$ cat src/include/dtc_params.svh
// Purpose: constants of the dual timer/counter and external-interrupt block
// Assumes: 8-bit special function register port inside the cpu core
// Notes: timer one fields sit one stride above timer zero fields
`ifndef DTC_PARAMS_SVH
`define DTC_PARAMS_SVH
// register offsets
`define DTC_ADDR_CTRL 8'h88
`define DTC_ADDR_MODE 8'h89
`define DTC_ADDR_LOW0 8'h8a
`define DTC_ADDR_HIGH0 8'h8c
`define DTC_ADDR_CKSEL 8'h8e
// control register fields, timer or pin i at base + 2*i
`define DTC_CTRL_TYPE_BASE 0
`define DTC_CTRL_EXT_BASE 1
`define DTC_CTRL_RUN_BASE 4
`define DTC_CTRL_OVF_BASE 5
`define DTC_CTRL_STRIDE 2
`define DTC_CTRL_TYPE0 0
`define DTC_CTRL_EXT0 1
`define DTC_CTRL_TYPE1 2
`define DTC_CTRL_EXT1 3
`define DTC_CTRL_RUN0 4
`define DTC_CTRL_OVF0 5
`define DTC_CTRL_RUN1 6
`define DTC_CTRL_OVF1 7
// mode register nibble per timer
`define DTC_MODE_NIB_W 4
`define DTC_MODE_GATE 3
`define DTC_MODE_CT 2
// clock select register, prescale select of timer i at base + i
`define DTC_CKSEL_PRE_BASE 3
// reset values
`define DTC_RST_CTRL 8'h00
`define DTC_RST_MODE 8'h00
`define DTC_RST_CKSEL 8'h01
// prescale counts in cpu clocks
`define DTC_DIV_SLOW 12
`define DTC_DIV_FAST 4
`endif

$ cat src/include/dtc_pkg.sv
// Purpose: types of the dual timer/counter block
// Assumes: dtc_params.svh holds every number
// Notes: none
package dtc_pkg;
  typedef enum logic [1:0] {
    DTC_MODE13 = 2'h0,
    DTC_MODE16 = 2'h1,
    DTC_MODE8R = 2'h2,
    DTC_SPLIT = 2'h3
  } dtc_mode_t;

  typedef struct packed {
    logic [7:0] lo;
    logic [7:0] hi;
    logic roll;
  } dtc_unit_state_t;

  typedef struct packed {
    logic [1:0] ext_s1;
    logic [1:0] ext_s2;
    logic [1:0] ext_s3;
    logic [1:0] cnt_s1;
    logic [1:0] cnt_s2;
    logic [1:0] cnt_s3;
    logic [3:0] pre;
    logic [7:0] ctrl;
    logic [7:0] mode;
    logic [7:0] cksel;
    logic [7:0] rdata;
  } dtc_top_state_t;
endpackage

$ cat src/include/dtc_cnt_if.sv
// Purpose: link between the control logic and one count unit
// Assumes: single clock domain
// Notes: step is a one-cycle pulse per count event
`timescale 1ns/1ps
interface dtc_cnt_if;
  dtc_pkg::dtc_mode_t mode;
  logic step;
  logic wr_lo;
  logic wr_hi;
  logic [7:0] wdata;
  logic [7:0] lo;
  logic [7:0] hi;
  logic roll;
  modport ctl (output mode, output step, output wr_lo, output wr_hi, output wdata,
    input lo, input hi, input roll);
  modport unit (input mode, input step, input wr_lo, input wr_hi, input wdata,
    output lo, output hi, output roll);
endinterface

$ cat src/hdl/dtc_timer_unit.sv
// Purpose: one count unit with 13-bit, 16-bit and 8-bit reload modes
// Assumes: step pulses are at least two cycles apart
// Notes: split mode holds the count
`timescale 1ns/1ps
module dtc_timer_unit #(
  parameter int BYTE_W = 8
) (
  input wire logic clk_i,
  input wire logic rst_b_i,
  dtc_cnt_if.unit bus
);
  dtc_pkg::dtc_unit_state_t st_ff;
  dtc_pkg::dtc_unit_state_t nxt_st;

  // the count bytes are fixed at eight bits by the register map
  if (BYTE_W != 8) begin : g_bad_width
    $error("dtc_timer_unit: BYTE_W must be 8");
  end

  // count step, then software byte writes override the value
  always_comb begin
    nxt_st = st_ff;
    nxt_st.roll = 1'b0;
    if (bus.step) begin
      unique case (bus.mode)
        dtc_pkg::DTC_MODE13: begin
          nxt_st.lo[4:0] = st_ff.lo[4:0] + 5'h01;
          if (&st_ff.lo[4:0]) begin
            nxt_st.hi = st_ff.hi + 8'h01;
            nxt_st.roll = &st_ff.hi;
          end
        end
        dtc_pkg::DTC_MODE16: begin
          nxt_st.lo = st_ff.lo + 8'h01;
          if (&st_ff.lo) begin
            nxt_st.hi = st_ff.hi + 8'h01;
            nxt_st.roll = &st_ff.hi;
          end
        end
        dtc_pkg::DTC_MODE8R: begin
          if (&st_ff.lo) begin
            nxt_st.lo = st_ff.hi;
            nxt_st.roll = 1'b1;
          end else begin
            nxt_st.lo = st_ff.lo + 8'h01;
          end
        end
        dtc_pkg::DTC_SPLIT: begin
          nxt_st.lo = st_ff.lo;
        end
      endcase
    end
    // write wins over a step in the same cycle so software loads are exact
    if (bus.wr_lo) begin
      nxt_st.lo = bus.wdata;
    end
    if (bus.wr_hi) begin
      nxt_st.hi = bus.wdata;
    end
  end

  always_ff @(posedge clk_i or negedge rst_b_i) begin
    if (!rst_b_i) begin
      st_ff <= '0;
    end else begin
      st_ff <= nxt_st;
    end
  end

  assign bus.lo = st_ff.lo;
  assign bus.hi = st_ff.hi;
  assign bus.roll = st_ff.roll;
endmodule

$ cat src/hdl/dtc_top.sv
// Purpose: two timer/counters with run control, overflow flags and
//   external-interrupt edge/level flag logic behind the cpu register port
// Assumes: pins are synchronous to clk_i but still pass two flops;
//   vector acknowledges are one-cycle pulses from the interrupt controller
// Notes: read data appears one cycle after the address is presented
// Contract
// - timer one overflow sets its flag; vectoring to its handler clears it
// - timer zero overflow sets its flag; vectoring to its handler clears it
// - each timer counts only while its run bit is one
// - edge type: falling pin edge sets interrupt-one flag; vectoring or software clears
// - level type: interrupt-one flag follows low pin; software writes ignored
// - interrupt-one type bit picks edge when one, low level when zero
// - edge type: falling pin edge sets interrupt-zero flag; vectoring or software clears
// - level type: interrupt-zero flag follows low pin; software writes ignored
// - interrupt-zero type bit picks edge when one, low level when zero
// - mode 0 counts thirteen bits: five low-byte bits plus high byte
// - counter/timer select picks divided clock or external count pin transitions
// - gate zero counts always; gate one counts only while interrupt pin high
// - mode 0 wraps past all ones to zero and sets overflow flag
// - each rollover drives the overflow pulse pin high for one cycle
// - mode 1 counts sixteen bits and wraps to zero past all ones
// - mode 2 low byte counts eight bits, high byte holds reload value
// - mode 2 overflow loads the high byte into the low byte
// - two-bit mode field selects 13-bit, 16-bit, 8-bit reload or split
// - timer use counts clock divided by four or twelve per prescale bit
// - gate set needs interrupt pin high and run bit; else run only
`timescale 1ns/1ps
`include "dtc_params.svh"
module dtc_top #(
  parameter int SLOW_DIV = `DTC_DIV_SLOW,
  parameter int FAST_DIV = `DTC_DIV_FAST
) (
  input wire logic clk_i,
  input wire logic rst_b_i,
  input wire logic [7:0] sfr_addr_i,
  input wire logic sfr_wr_i,
  input wire logic [7:0] sfr_wdata_i,
  output logic [7:0] sfr_rdata_o,
  input wire logic [1:0] ack_ovf_i,
  input wire logic [1:0] ack_ext_i,
  input wire logic extint_zero_pin_n_i,
  input wire logic extint_one_pin_n_i,
  input wire logic count_pin_zero_i,
  input wire logic count_pin_one_i,
  output logic overflow_pulse_zero_o,
  output logic overflow_pulse_one_o,
  output logic [1:0] ovf_flag_o,
  output logic [1:0] ext_flag_o
);
  dtc_pkg::dtc_top_state_t st_ff;
  dtc_pkg::dtc_top_state_t nxt_st;
  logic tick_slow;
  logic tick_fast;
  logic [1:0] src_tick;
  logic [1:0] step_w;
  logic [1:0] gate_ok;
  logic [1:0] roll_w;
  logic [1:0] cnt_fall;
  logic [1:0] ext_fall;
  logic [7:0] lo_w [2];
  logic [7:0] hi_w [2];

  // the fast tick is carved out of the slow counter, so the rates must nest
  if (SLOW_DIV % FAST_DIV != 0 || SLOW_DIV > 16 || FAST_DIV < 2 || (FAST_DIV & (FAST_DIV - 1)) != 0)
  begin : g_bad_div
    $error("dtc_top: SLOW_DIV must be a multiple of a power-of-two FAST_DIV, at most 16");
  end

  // address match, shared by the write strobes and the read mux
  function automatic logic hit(input logic [7:0] addr, input logic [7:0] offset);
    hit = (addr == offset);
  endfunction

  // next value of one external-interrupt flag
  function automatic logic ext_next(input logic cur, input logic edge_type, input logic wr,
    input logic wbit, input logic ack, input logic fall, input logic pin_n);
    logic v;
    v = cur;
    if (!edge_type) begin
      v = !pin_n;
    end else begin
      if (wr) begin
        v = wbit;
      end
      if (ack) begin
        v = 1'b0;
      end
      if (fall) begin
        v = 1'b1; // set wins over a clear in the same cycle
      end
    end
    ext_next = v;
  endfunction

  // prescale ticks, one-cycle pulses from the shared divider
  assign tick_slow = (st_ff.pre == 4'(SLOW_DIV - 1));
  assign tick_fast = (4'(st_ff.pre % 4'(FAST_DIV)) == 4'(FAST_DIV - 1));

  // falling edges are taken from the second and third flops only
  assign cnt_fall = st_ff.cnt_s3 & ~st_ff.cnt_s2;
  assign ext_fall = st_ff.ext_s3 & ~st_ff.ext_s2;

  for (genvar i = 0; i < 2; i++) begin : g_timer
    dtc_cnt_if cif ();
    logic [3:0] nib;
    logic run;

    assign nib = st_ff.mode[i * `DTC_MODE_NIB_W +: `DTC_MODE_NIB_W];
    assign run = st_ff.ctrl[`DTC_CTRL_RUN_BASE + `DTC_CTRL_STRIDE * i];

    // source select: external transitions or the chosen clock division
    assign src_tick[i] = nib[`DTC_MODE_CT] ? cnt_fall[i] :
      (st_ff.cksel[`DTC_CKSEL_PRE_BASE + i] ? tick_fast : tick_slow);
    // gate compares with the synchronised pin, so it lags the pin by two cycles
    assign gate_ok[i] = !nib[`DTC_MODE_GATE] || st_ff.ext_s2[i];
    assign step_w[i] = run && gate_ok[i] && src_tick[i];

    assign cif.mode = dtc_pkg::dtc_mode_t'(nib[1:0]);
    assign cif.step = step_w[i];
    assign cif.wr_lo = sfr_wr_i && hit(sfr_addr_i, 8'(`DTC_ADDR_LOW0 + i));
    assign cif.wr_hi = sfr_wr_i && hit(sfr_addr_i, 8'(`DTC_ADDR_HIGH0 + i));
    assign cif.wdata = sfr_wdata_i;
    assign lo_w[i] = cif.lo;
    assign hi_w[i] = cif.hi;
    assign roll_w[i] = cif.roll;

    dtc_timer_unit #(
      .BYTE_W(8)
    ) u_unit (
      .clk_i(clk_i),
      .rst_b_i(rst_b_i),
      .bus(cif.unit)
    );
  end

  // synchronisers, divider, register writes and the registered read mux
  always_comb begin
    logic wr_ctrl;
    logic v;
    int op;
    int ep;
    int tp;
    int rp;
    wr_ctrl = sfr_wr_i && hit(sfr_addr_i, `DTC_ADDR_CTRL);
    v = 1'b0;
    op = 0;
    ep = 0;
    tp = 0;
    rp = 0;
    nxt_st = st_ff;
    nxt_st.ext_s1 = {extint_one_pin_n_i, extint_zero_pin_n_i};
    nxt_st.ext_s2 = st_ff.ext_s1;
    nxt_st.ext_s3 = st_ff.ext_s2;
    nxt_st.cnt_s1 = {count_pin_one_i, count_pin_zero_i};
    nxt_st.cnt_s2 = st_ff.cnt_s1;
    nxt_st.cnt_s3 = st_ff.cnt_s2;
    nxt_st.pre = tick_slow ? 4'h0 : st_ff.pre + 4'h1;
    if (sfr_wr_i && hit(sfr_addr_i, `DTC_ADDR_MODE)) begin
      nxt_st.mode = sfr_wdata_i;
    end
    if (sfr_wr_i && hit(sfr_addr_i, `DTC_ADDR_CKSEL)) begin
      nxt_st.cksel = sfr_wdata_i;
    end
    for (int i = 0; i < 2; i++) begin
      op = `DTC_CTRL_OVF_BASE + `DTC_CTRL_STRIDE * i;
      rp = `DTC_CTRL_RUN_BASE + `DTC_CTRL_STRIDE * i;
      ep = `DTC_CTRL_EXT_BASE + `DTC_CTRL_STRIDE * i;
      tp = `DTC_CTRL_TYPE_BASE + `DTC_CTRL_STRIDE * i;
      // overflow flag: software write, vector clear, then rollover set wins
      v = st_ff.ctrl[op];
      if (wr_ctrl) begin
        v = sfr_wdata_i[op];
      end
      if (ack_ovf_i[i]) begin
        v = 1'b0;
      end
      if (roll_w[i]) begin
        v = 1'b1;
      end
      nxt_st.ctrl[op] = v;
      if (wr_ctrl) begin
        nxt_st.ctrl[rp] = sfr_wdata_i[rp];
        nxt_st.ctrl[tp] = sfr_wdata_i[tp];
      end
      nxt_st.ctrl[ep] = ext_next(st_ff.ctrl[ep], st_ff.ctrl[tp], wr_ctrl, sfr_wdata_i[ep],
        ack_ext_i[i], ext_fall[i], st_ff.ext_s2[i]);
    end
    // reads have no side effect; unmapped addresses read as zero
    nxt_st.rdata = 8'h00;
    if (hit(sfr_addr_i, `DTC_ADDR_CTRL)) begin
      nxt_st.rdata = st_ff.ctrl;
    end
    if (hit(sfr_addr_i, `DTC_ADDR_MODE)) begin
      nxt_st.rdata = st_ff.mode;
    end
    if (hit(sfr_addr_i, `DTC_ADDR_CKSEL)) begin
      nxt_st.rdata = st_ff.cksel;
    end
    for (int i = 0; i < 2; i++) begin
      // in mode 0 the top three low-byte bits are left as last written
      if (hit(sfr_addr_i, 8'(`DTC_ADDR_LOW0 + i))) begin
        nxt_st.rdata = lo_w[i];
      end
      if (hit(sfr_addr_i, 8'(`DTC_ADDR_HIGH0 + i))) begin
        nxt_st.rdata = hi_w[i];
      end
    end
  end

  // pins idle high, so the synchronisers reset to one to avoid a false edge
  always_ff @(posedge clk_i or negedge rst_b_i) begin
    if (!rst_b_i) begin
      st_ff <= '0;
      st_ff.ext_s1 <= 2'h3;
      st_ff.ext_s2 <= 2'h3;
      st_ff.ext_s3 <= 2'h3;
      st_ff.cnt_s1 <= 2'h3;
      st_ff.cnt_s2 <= 2'h3;
      st_ff.cnt_s3 <= 2'h3;
      st_ff.ctrl <= `DTC_RST_CTRL;
      st_ff.mode <= `DTC_RST_MODE;
      st_ff.cksel <= `DTC_RST_CKSEL;
    end else begin
      st_ff <= nxt_st;
    end
  end

  // outputs, all straight from flops
  assign sfr_rdata_o = st_ff.rdata;
  assign overflow_pulse_zero_o = roll_w[0];
  assign overflow_pulse_one_o = roll_w[1];
  assign ovf_flag_o = {st_ff.ctrl[`DTC_CTRL_OVF1], st_ff.ctrl[`DTC_CTRL_OVF0]};
  assign ext_flag_o = {st_ff.ctrl[`DTC_CTRL_EXT1], st_ff.ctrl[`DTC_CTRL_EXT0]};
endmodule

$ cat config.mk
export PLATFORM = sky130hd
export DESIGN_NAME = dtc_top
export DESIGN_NICKNAME = d
export VERILOG_FILES = /design/src/include/dtc_pkg.sv /design/src/include/dtc_cnt_if.sv /design/src/hdl/dtc_timer_unit.sv /design/src/hdl/dtc_top.sv
export VERILOG_INCLUDE_DIRS = /design/src /design/src/include
export SDC_FILE = /design/constraint.sdc
export NUM_CORES = 1
export LEC_CHECK = 0
export ABC_AREA = 1
export BUFFER_PORTS_ARGS = -buffer_cell sky130_fd_sc_hd__buf_2
export CELL_PAD_IN_SITES_DETAIL_PLACEMENT = 0
export CELL_PAD_IN_SITES_GLOBAL_PLACEMENT = 2
export CORE_UTILIZATION = 36
export DETAILED_ROUTE_END_ITERATION = 10
export PLACE_DENSITY_LB_ADDON = 0.25
export SLEW_MARGIN = 25
export SYNTH_ARGS = -nofsm -noshare
export SYNTH_HDL_FRONTEND = slang
export SYNTH_HIERARCHICAL = 1
export SYNTH_SLANG_ARGS = --single-unit
$ cat constraint.sdc
create_clock -name clk_i -period 2.4 [get_ports clk_i]
set_input_delay 0.12 -clock clk_i [delete_from_list [all_inputs] [get_ports clk_i]]
set_output_delay 0.12 -clock clk_i [all_outputs]
set_load 0.005 [all_outputs]
==> results of run 1 <==
-- worst paths after layout --
check / slack [ps] / from / to
worst min-delay path: 30 / ack_ovf_i[0] / ovf_flag_o[0]
worst max-delay path: 280 / st_ff[32] / g_timer[1].u_unit/bus.lo[0]
max in group asynchronous: 1370 / rst_b_i / st_ff[37]
min in group asynchronous: 340 / rst_b_i / ext_flag_o[0]
worst min register to register: 360 / nxt_st[38] / nxt_st[36]
worst max register to register: 280 / st_ff[32] / g_timer[1].u_unit/bus.lo[0]
-- flip-flops by register name, summed over array words and instances (netlist names) --
signal,flops
st_ff,18
sfr_rdata_o,8
nxt_st,8
g_timer.u_unit/bus.hi,16
ext_flag_o,2
g_timer.cif.mode,4
ovf_flag_o,2
g_timer.run,2
g_timer.u_unit/bus.lo,16
g_timer.nib,4
g_timer.u_unit/bus.roll,2
-- worst register-to-register path: stages (launching register included) --
cell and delay [ps]:
dfrtp_1 380, ha_2 220, nand2_1 80, inv_1 70, nand2_1 90, a21oi_1 120
o21ai_0 80, a21oi_1 180, inv_1 100, or2_2 340, nor2_2 190, o21ai_0 120
nand2_1 70
-- synth_stat cells --
library cell and number:
nand2_1 193, nand3_1 95, inv_1 90, dfrtp_1 69, nor2_1 52, o21ai_0 34, a21oi_1 19, o21ai_2 19
ha_1 17, nand4_1 17, nand2_2 14, dfstp_2 13, buf_4 12, nor2_4 10, xor2_1 7, a22oi_1 6
nand2_4 6, nand3_4 6, buf_6 5, inv_2 5, nor2_2 5, nor3_1 5, or2_2 5, o21bai_1 4
buf_2 3, clkbuf_1 3, nand3_2 2, nor2_8 2, o21ai_1 2, xnor2_1 2, nor3_2 1, or2_1 1
-- repair_timing --
action                                  CTS  global route
resized for setup                         0             7
hold buffers                              5             0
hold endpoints to repair                 45             0
endpoints found under the setup margin    0             9
-- area by class of cell --
type / instances / area (um2)
fill: 1543 / 8470
multi-input combinational: 524 / 2870
sequential: 82 / 2070
inverter: 95 / 357
timing repair buffer: 56 / 348
tap: 184 / 230
clock buffer: 9 / 225
clock inverter: 7 / 76.3
-- through the flow --
step,hold slack (ps),worst slack (ps)
after floorplan,-176,376
after global placement,189,173
after detailed placement,190,86.2
after CTS,23.3,53.3
after global routing,41.9,60.4
final,33.6,281
-- power by group --
part	leakage, nW	switching, W	internal (W)
clock	0.149	0.000671	0.000742
combinational	1.71	0.000191	0.000102
sequential	1.08	0.0000805	0.00145
total	2.94	0.000943	0.00229
-- per-layer routing --
metal  track usage [%]  up-vias  wire length [um]
li1                  -     2414                 -
met1              28.4     2271              7500
met2              37.7       94              7850
met4              4.45        0               185
met5                 0        -                 0
met3              3.94       12               547
-- cell families after synthesis --
logic type	after synthesis	synth area share, %
AOI/OAI and AO/OA	84	9.49
xor gates and xnor gates	9	1.45
adders and majority gates	17	3.91
buffers and inverters	118	9.72
DFF	82	38.0
and+or+nand+nor	414	37.4
==> metrics.yaml, run 1 <==
setup_tns_ps: 0
first_pass_iters: 8
syn_to_final_growth_pct: 13.4
antenna_left: 0
place.gp.congestion: 0.870
synth_area_per_cell_um2: 7.52
start_util_pct: 37.2
grt_pass1_wl_um: 26000
yosys_warnings: 6
synth_cell_types: 32
drc: 8
grt_usage_pct: 21.8
yosysTopAreaCellShare_pct: 31.7
cts.sinks: 82
cpPeakStageDelay_ps: 380
die_w_um: 125
antenna_found_initial: 0
drive_above_1_share_pct: 20.7
total_power_w: 0.00323
irDropWorstVdd_v: 0.000362
cp_cell_sequence: "ha_2 -> nand2_1 -> inv_1 -> nand2_1 -> a21oi_1 -> o21ai_0 -> a21oi_1 -> inv_1 -> or2_2 -> nor2_2 -> o21ai_0 -> nand2_1"
slew_violations: 0
fp-row-count: 44
slew_headroom_pct: 55.2
viasPerCell: 5.01
slowest_stage: "dfrtp_1"
vias: 4791
arrival_ps: 2410
violations: "design-rule violations"
dp_cells: 936
final_common_cell: "nand2_1"
nNetsFinal: 812
dpl_cell_area_um2: 5800
worst_slew_pin_slew_ps: 672
grt.overflow.total: 0
insertedDiodeCount: 0
grt_pass1_vias: 4697
synth_seq_area_share_pct: 38.0
syn_inst: 724
fp.dieArea_um2: 15600
final_cell_mix: "nand2_1 (193), nand3_1 (95), inv_1 (90)"
postCtsSetupBuffers: 0
max_cap_viol_count: 0
end_kind: "flop"
netlist_area_um2: 5440
crit_required_ps: 2690
routed_wl_um: 16100
min_period_ps: 2120
status: "finished, violations left"
final_cells: 957
max_freq_mhz: 472
wire_per_inst_um: 16.8
crit_buf_inv: 2
ioPinCount: 41
clockBufferDepth: 2
grt_max_degree: 47
crit_family: "simple AND/OR/NAND/NOR gates"
cp_common_cell: "nand2_1"
clk_latency_ps: 350
rr_worst_depth: 12
synth_area_leaders: "dfrtp_1 (32%), nand2_1 (13%), nand3_1 (8.7%)"
cp_max_fo: 5
clk_pin_slew_ps: 70
dp_hpwl_um: 12000
cts-root-buf: "clkbuf_16"
die_height_um: 125
cts_tree: "done"
final_hold_viol_count: 0
h-tree-depth: 3
hold_class: "in2reg"
core_area_um2: 14600
setup-violations-final: 0
whs_path_depth: 3
rsz0062_at_grt: "false"
power_density_nw_per_um2: 524
cts_buffers: 9
startpoint_type: "flop"
path_depth: 12
finish.instance_area_um2: 6170
period_share_pct: 88.3
p_leak_nw: 2.94
fin_skew_ps: 4.06
drt_iter0_drc: 367
syn_nets: 768
ys_ff_latch: 82
fin_util_pct: 42.1
yosysTopAreaCell: "dfrtp_1"
io_buffers: 40
path_class: "reg2reg"
No activity file was read; power rests on OpenSTA's default activity.
==> run 2, diff against run 1 <==
ABC_AREA = default   (was 1)
CORE_UTILIZATION = 39   (was 36)
==> metrics.yaml, run 2 <==
start_util_pct: 40.5  # +3.3 points
insertedDiodeCount: 0  # unchanged
p_int_w: 0.00267  # +17%
cts.sinks: 82  # unchanged
yosys_most_used_dff: "dfrtp_1"
final_cell_mix: "dfrtp_1 (69), nand2_1 (57), buf_2 (39)"
viasPerCell: 5.76  # +15%
largest_register: "st_ff"
grt.overflow.total: 0  # unchanged
synth_cell_types: 71  # +120%
dp_cells: 734  # -22%
power.share.combinational_pct: 20.4  # +11 points
final_common_cell: "dfrtp_1"
yosysTopAreaCellShare_pct: 33.4  # +1.6 points
h-tree-depth: 3  # unchanged
cts_tree: "done"
min_period_ps: 2240  # +123 ps
final_hold_viol_count: 0  # unchanged
synth_area_leaders: "dfrtp_1 (33%), dfstp_2 (6.6%), mux2_2 (4.1%)"
fp-row-count: 41  # -6.8%
switching_share_pct: 31.4  # +2.3 points
final_cells: 760  # -21%
syn_to_final_growth_pct: 14.5
irDropWorstVdd_v: 0.000346  # -4.4%
period_share_pct: 93.4  # +5.1 points
slowest_stage: "a211o_4"
fp.dieArea_um2: 13700  # -12%
clockBufferDepth: 2  # unchanged
drt_iter0_drc: 320  # -13%
status: "finished clean"
grt_usage_pct: 24.0  # +2.3 points
rsz0062_at_grt: "false"
drc: 0  # -8
nNetsFinal: 627  # -23%
yosysTopAreaCell: "dfrtp_1"
first_pass_iters: 5  # -3
power_density_nw_per_um2: 657  # +25%
io_buffers: 40  # unchanged
p_leak_nw: 2.53  # -14%
max_cap_viol_count: 0  # unchanged
startpoint_type: "flop"
netlist_area_um2: 5170  # -4.9%
arrival_ps: 2450  # +40 ps
die_height_um: 117  # -6.2%
crit_required_ps: 2610  # -80 ps
ys_ff_latch: 82  # unchanged
yosys_warnings: 6  # unchanged
core_area_um2: 12800  # -13%
synth_most_common_cell: "dfrtp_1"
largest_reg_flops: 18  # unchanged
antenna_left: 0  # unchanged
grt_pass1_wl_um: 24000  # -7.7%
slew_violations: 0  # unchanged
synth_edf_count: 0  # unchanged
antenna_found_initial: 0  # unchanged
slew_headroom_pct: 56.8  # +1.6 points
clk_pin_slew_ps: 70  # about the same
max_freq_mhz: 446  # -5.5%
drive_above_1_share_pct: 22.1  # +1.4 points
ff2ff_setup_slack_ps: 160  # -120 ps
routed_wl_um: 15300  # -5.2%
cpPeakStageDelay_ps: 400  # +20 ps
path_class: "reg2reg"
vias: 4380  # -8.6%
ys_top_cells_by_count: "dfrtp_1 (69), nand2_1 (57), inv_1 (32), o21ai_0 (32), nor2_1 (30)"
ioPinCount: 41  # unchanged
synth_seq_area_share_pct: 40.0  # +2.0 points
grt_max_degree: 48  # +2.1%
setup_tns_ps: 0  # unchanged
place.gp.congestion: 0.875  # +0.63%
end_kind: "flop"
syn_inst: 542  # -25%
cts_buffers: 9  # unchanged
fin_skew_ps: 8.22  # +4.16 ps
power.switching_w: 0.00122  # +30%
cts-root-buf: "clkbuf_16"
wire_per_inst_um: 20.1  # +19%
worst_slew_pin_slew_ps: 648  # -24.3 ps
clk_latency_ps: 350  # about the same
hold_class: "in2reg"
setup-violations-final: 0  # unchanged
synth_area_per_cell_um2: 9.55  # +27%
synthArstFlopShare_pct: 100  # unchanged
cp_max_fo: 8  # +3
seqPwrFrac_pct: 43.3  # -3.9 points
dp_hpwl_um: 10900  # -9.5%
cp_cell_sequence: "nor2b_2 -> o21ai_0 -> a211oi_1 -> buf_4 -> nand4_1 -> a211o_4 -> a22oi_1 -> o221ai_1"
die_w_um: 117  # -6.2%
clkPwrFrac_pct: 36.4  # -7.3 points
syn_nets: 586  # -24%
grt_pass1_vias: 4212  # -10%
run 2: layer usage:
metal | GRT usage, % | vias up | routed length [um]
li1 | - | 2058 | -
met1 | 33.8 | 2166 | 7070
met2 | 37.0 | 135 | 7100
met3 | 4.63 | 21 | 785
met4 | 7.93 | 0 | 293
met5 | 0 | - | 0
run 2: power by group through the flow:
stage | Sequential [W] | Combinational, W | Clock (W)
finish | 0.00169 | 0.000794 | 0.00142
floorplan | 0.00160 | 0.000615 | 0
global placement | 0.00171 | 0.000769 | 0
CTS | 0.00168 | 0.000793 | 0.00145
detailed placement | 0.00171 | 0.000776 | 0
global route | 0.00170 | 0.000888 | 0.00151
run 2: path summary, 6_finish.rpt:
| check | cells after the start | startpoint | end |
|---|---|---|---|
| max in group asynchronous | 3 | rst_b_i | st_ff[42] |
| max | 8 | st_ff[35] | g_timer[0].u_unit/bus.hi[5] |
| max reg2reg | 8 | st_ff[35] | g_timer[0].u_unit/bus.hi[5] |
| min reg2reg | 0 | nxt_st[44] | nxt_st[42] |
| min | 3 | sfr_wdata_i[2] | st_ff[26] |
| min in group asynchronous | 2 | rst_b_i | ext_flag_o[1] |
run 2: kinds of logic (layout without fill, tap and decap cells):
group                    Yosys count  after routing  synth area share (%)
buffers and inverters             69            115                  6.46
XOR/XNOR                           9              9                  1.52
multiplexers                      37             37                  7.69
adder cells (fa/ha/maj)           17             17                  4.11
AND/OR/NAND/NOR                  193            193                  20.6
flip-flops                        82             82                  40.0
AO/OA/AOI/OAI                    135            135                  19.7
run 2: final cells by class:
type                    count  area (um2)
clock buffers              11         243
clock inverters             5        62.6
fillers                  1254        6850
inverters                  32         120
multi-input cells         391        2780
flip-flops and latches     82        2070
well taps                 172         215
repair buffers             67         440
run 2: worst max-delay path: cells and delay by family, from the launching register on:
kind | cells | cell delay [ps]
and+or+nand+nor | 2 | 370
DFF | 1 | 380
buffers and inverters | 1 | 210
AOI/OAI and AO/OA | 5 | 1130
run 2: stage by stage:
step,total power [W],cell area [um2],hold WS [ps],setup slack (ps),util (%)
6_report,0.00389,5930,157,158,46.4
5_1_grt,0.00410,5930,154,3.52,46.4
4_1_cts,0.00393,5910,145,75.3,46.3
3_5_place_dp,0.00248,5520,186,113,43.2
3_3_place_gp,0.00248,5520,185,221,43.2
2_1_floorplan,0.00222,5170,-176,75.8,-
run 2: timing repair:
action | 4_1_cts | 5_1_grt
resized for setup | 0 | 2
hold buffers | 9 | 0
setup buffers | 0 | 1
hold endpoints to repair | 46 | 0
endpoints found under the setup margin | 0 | 11
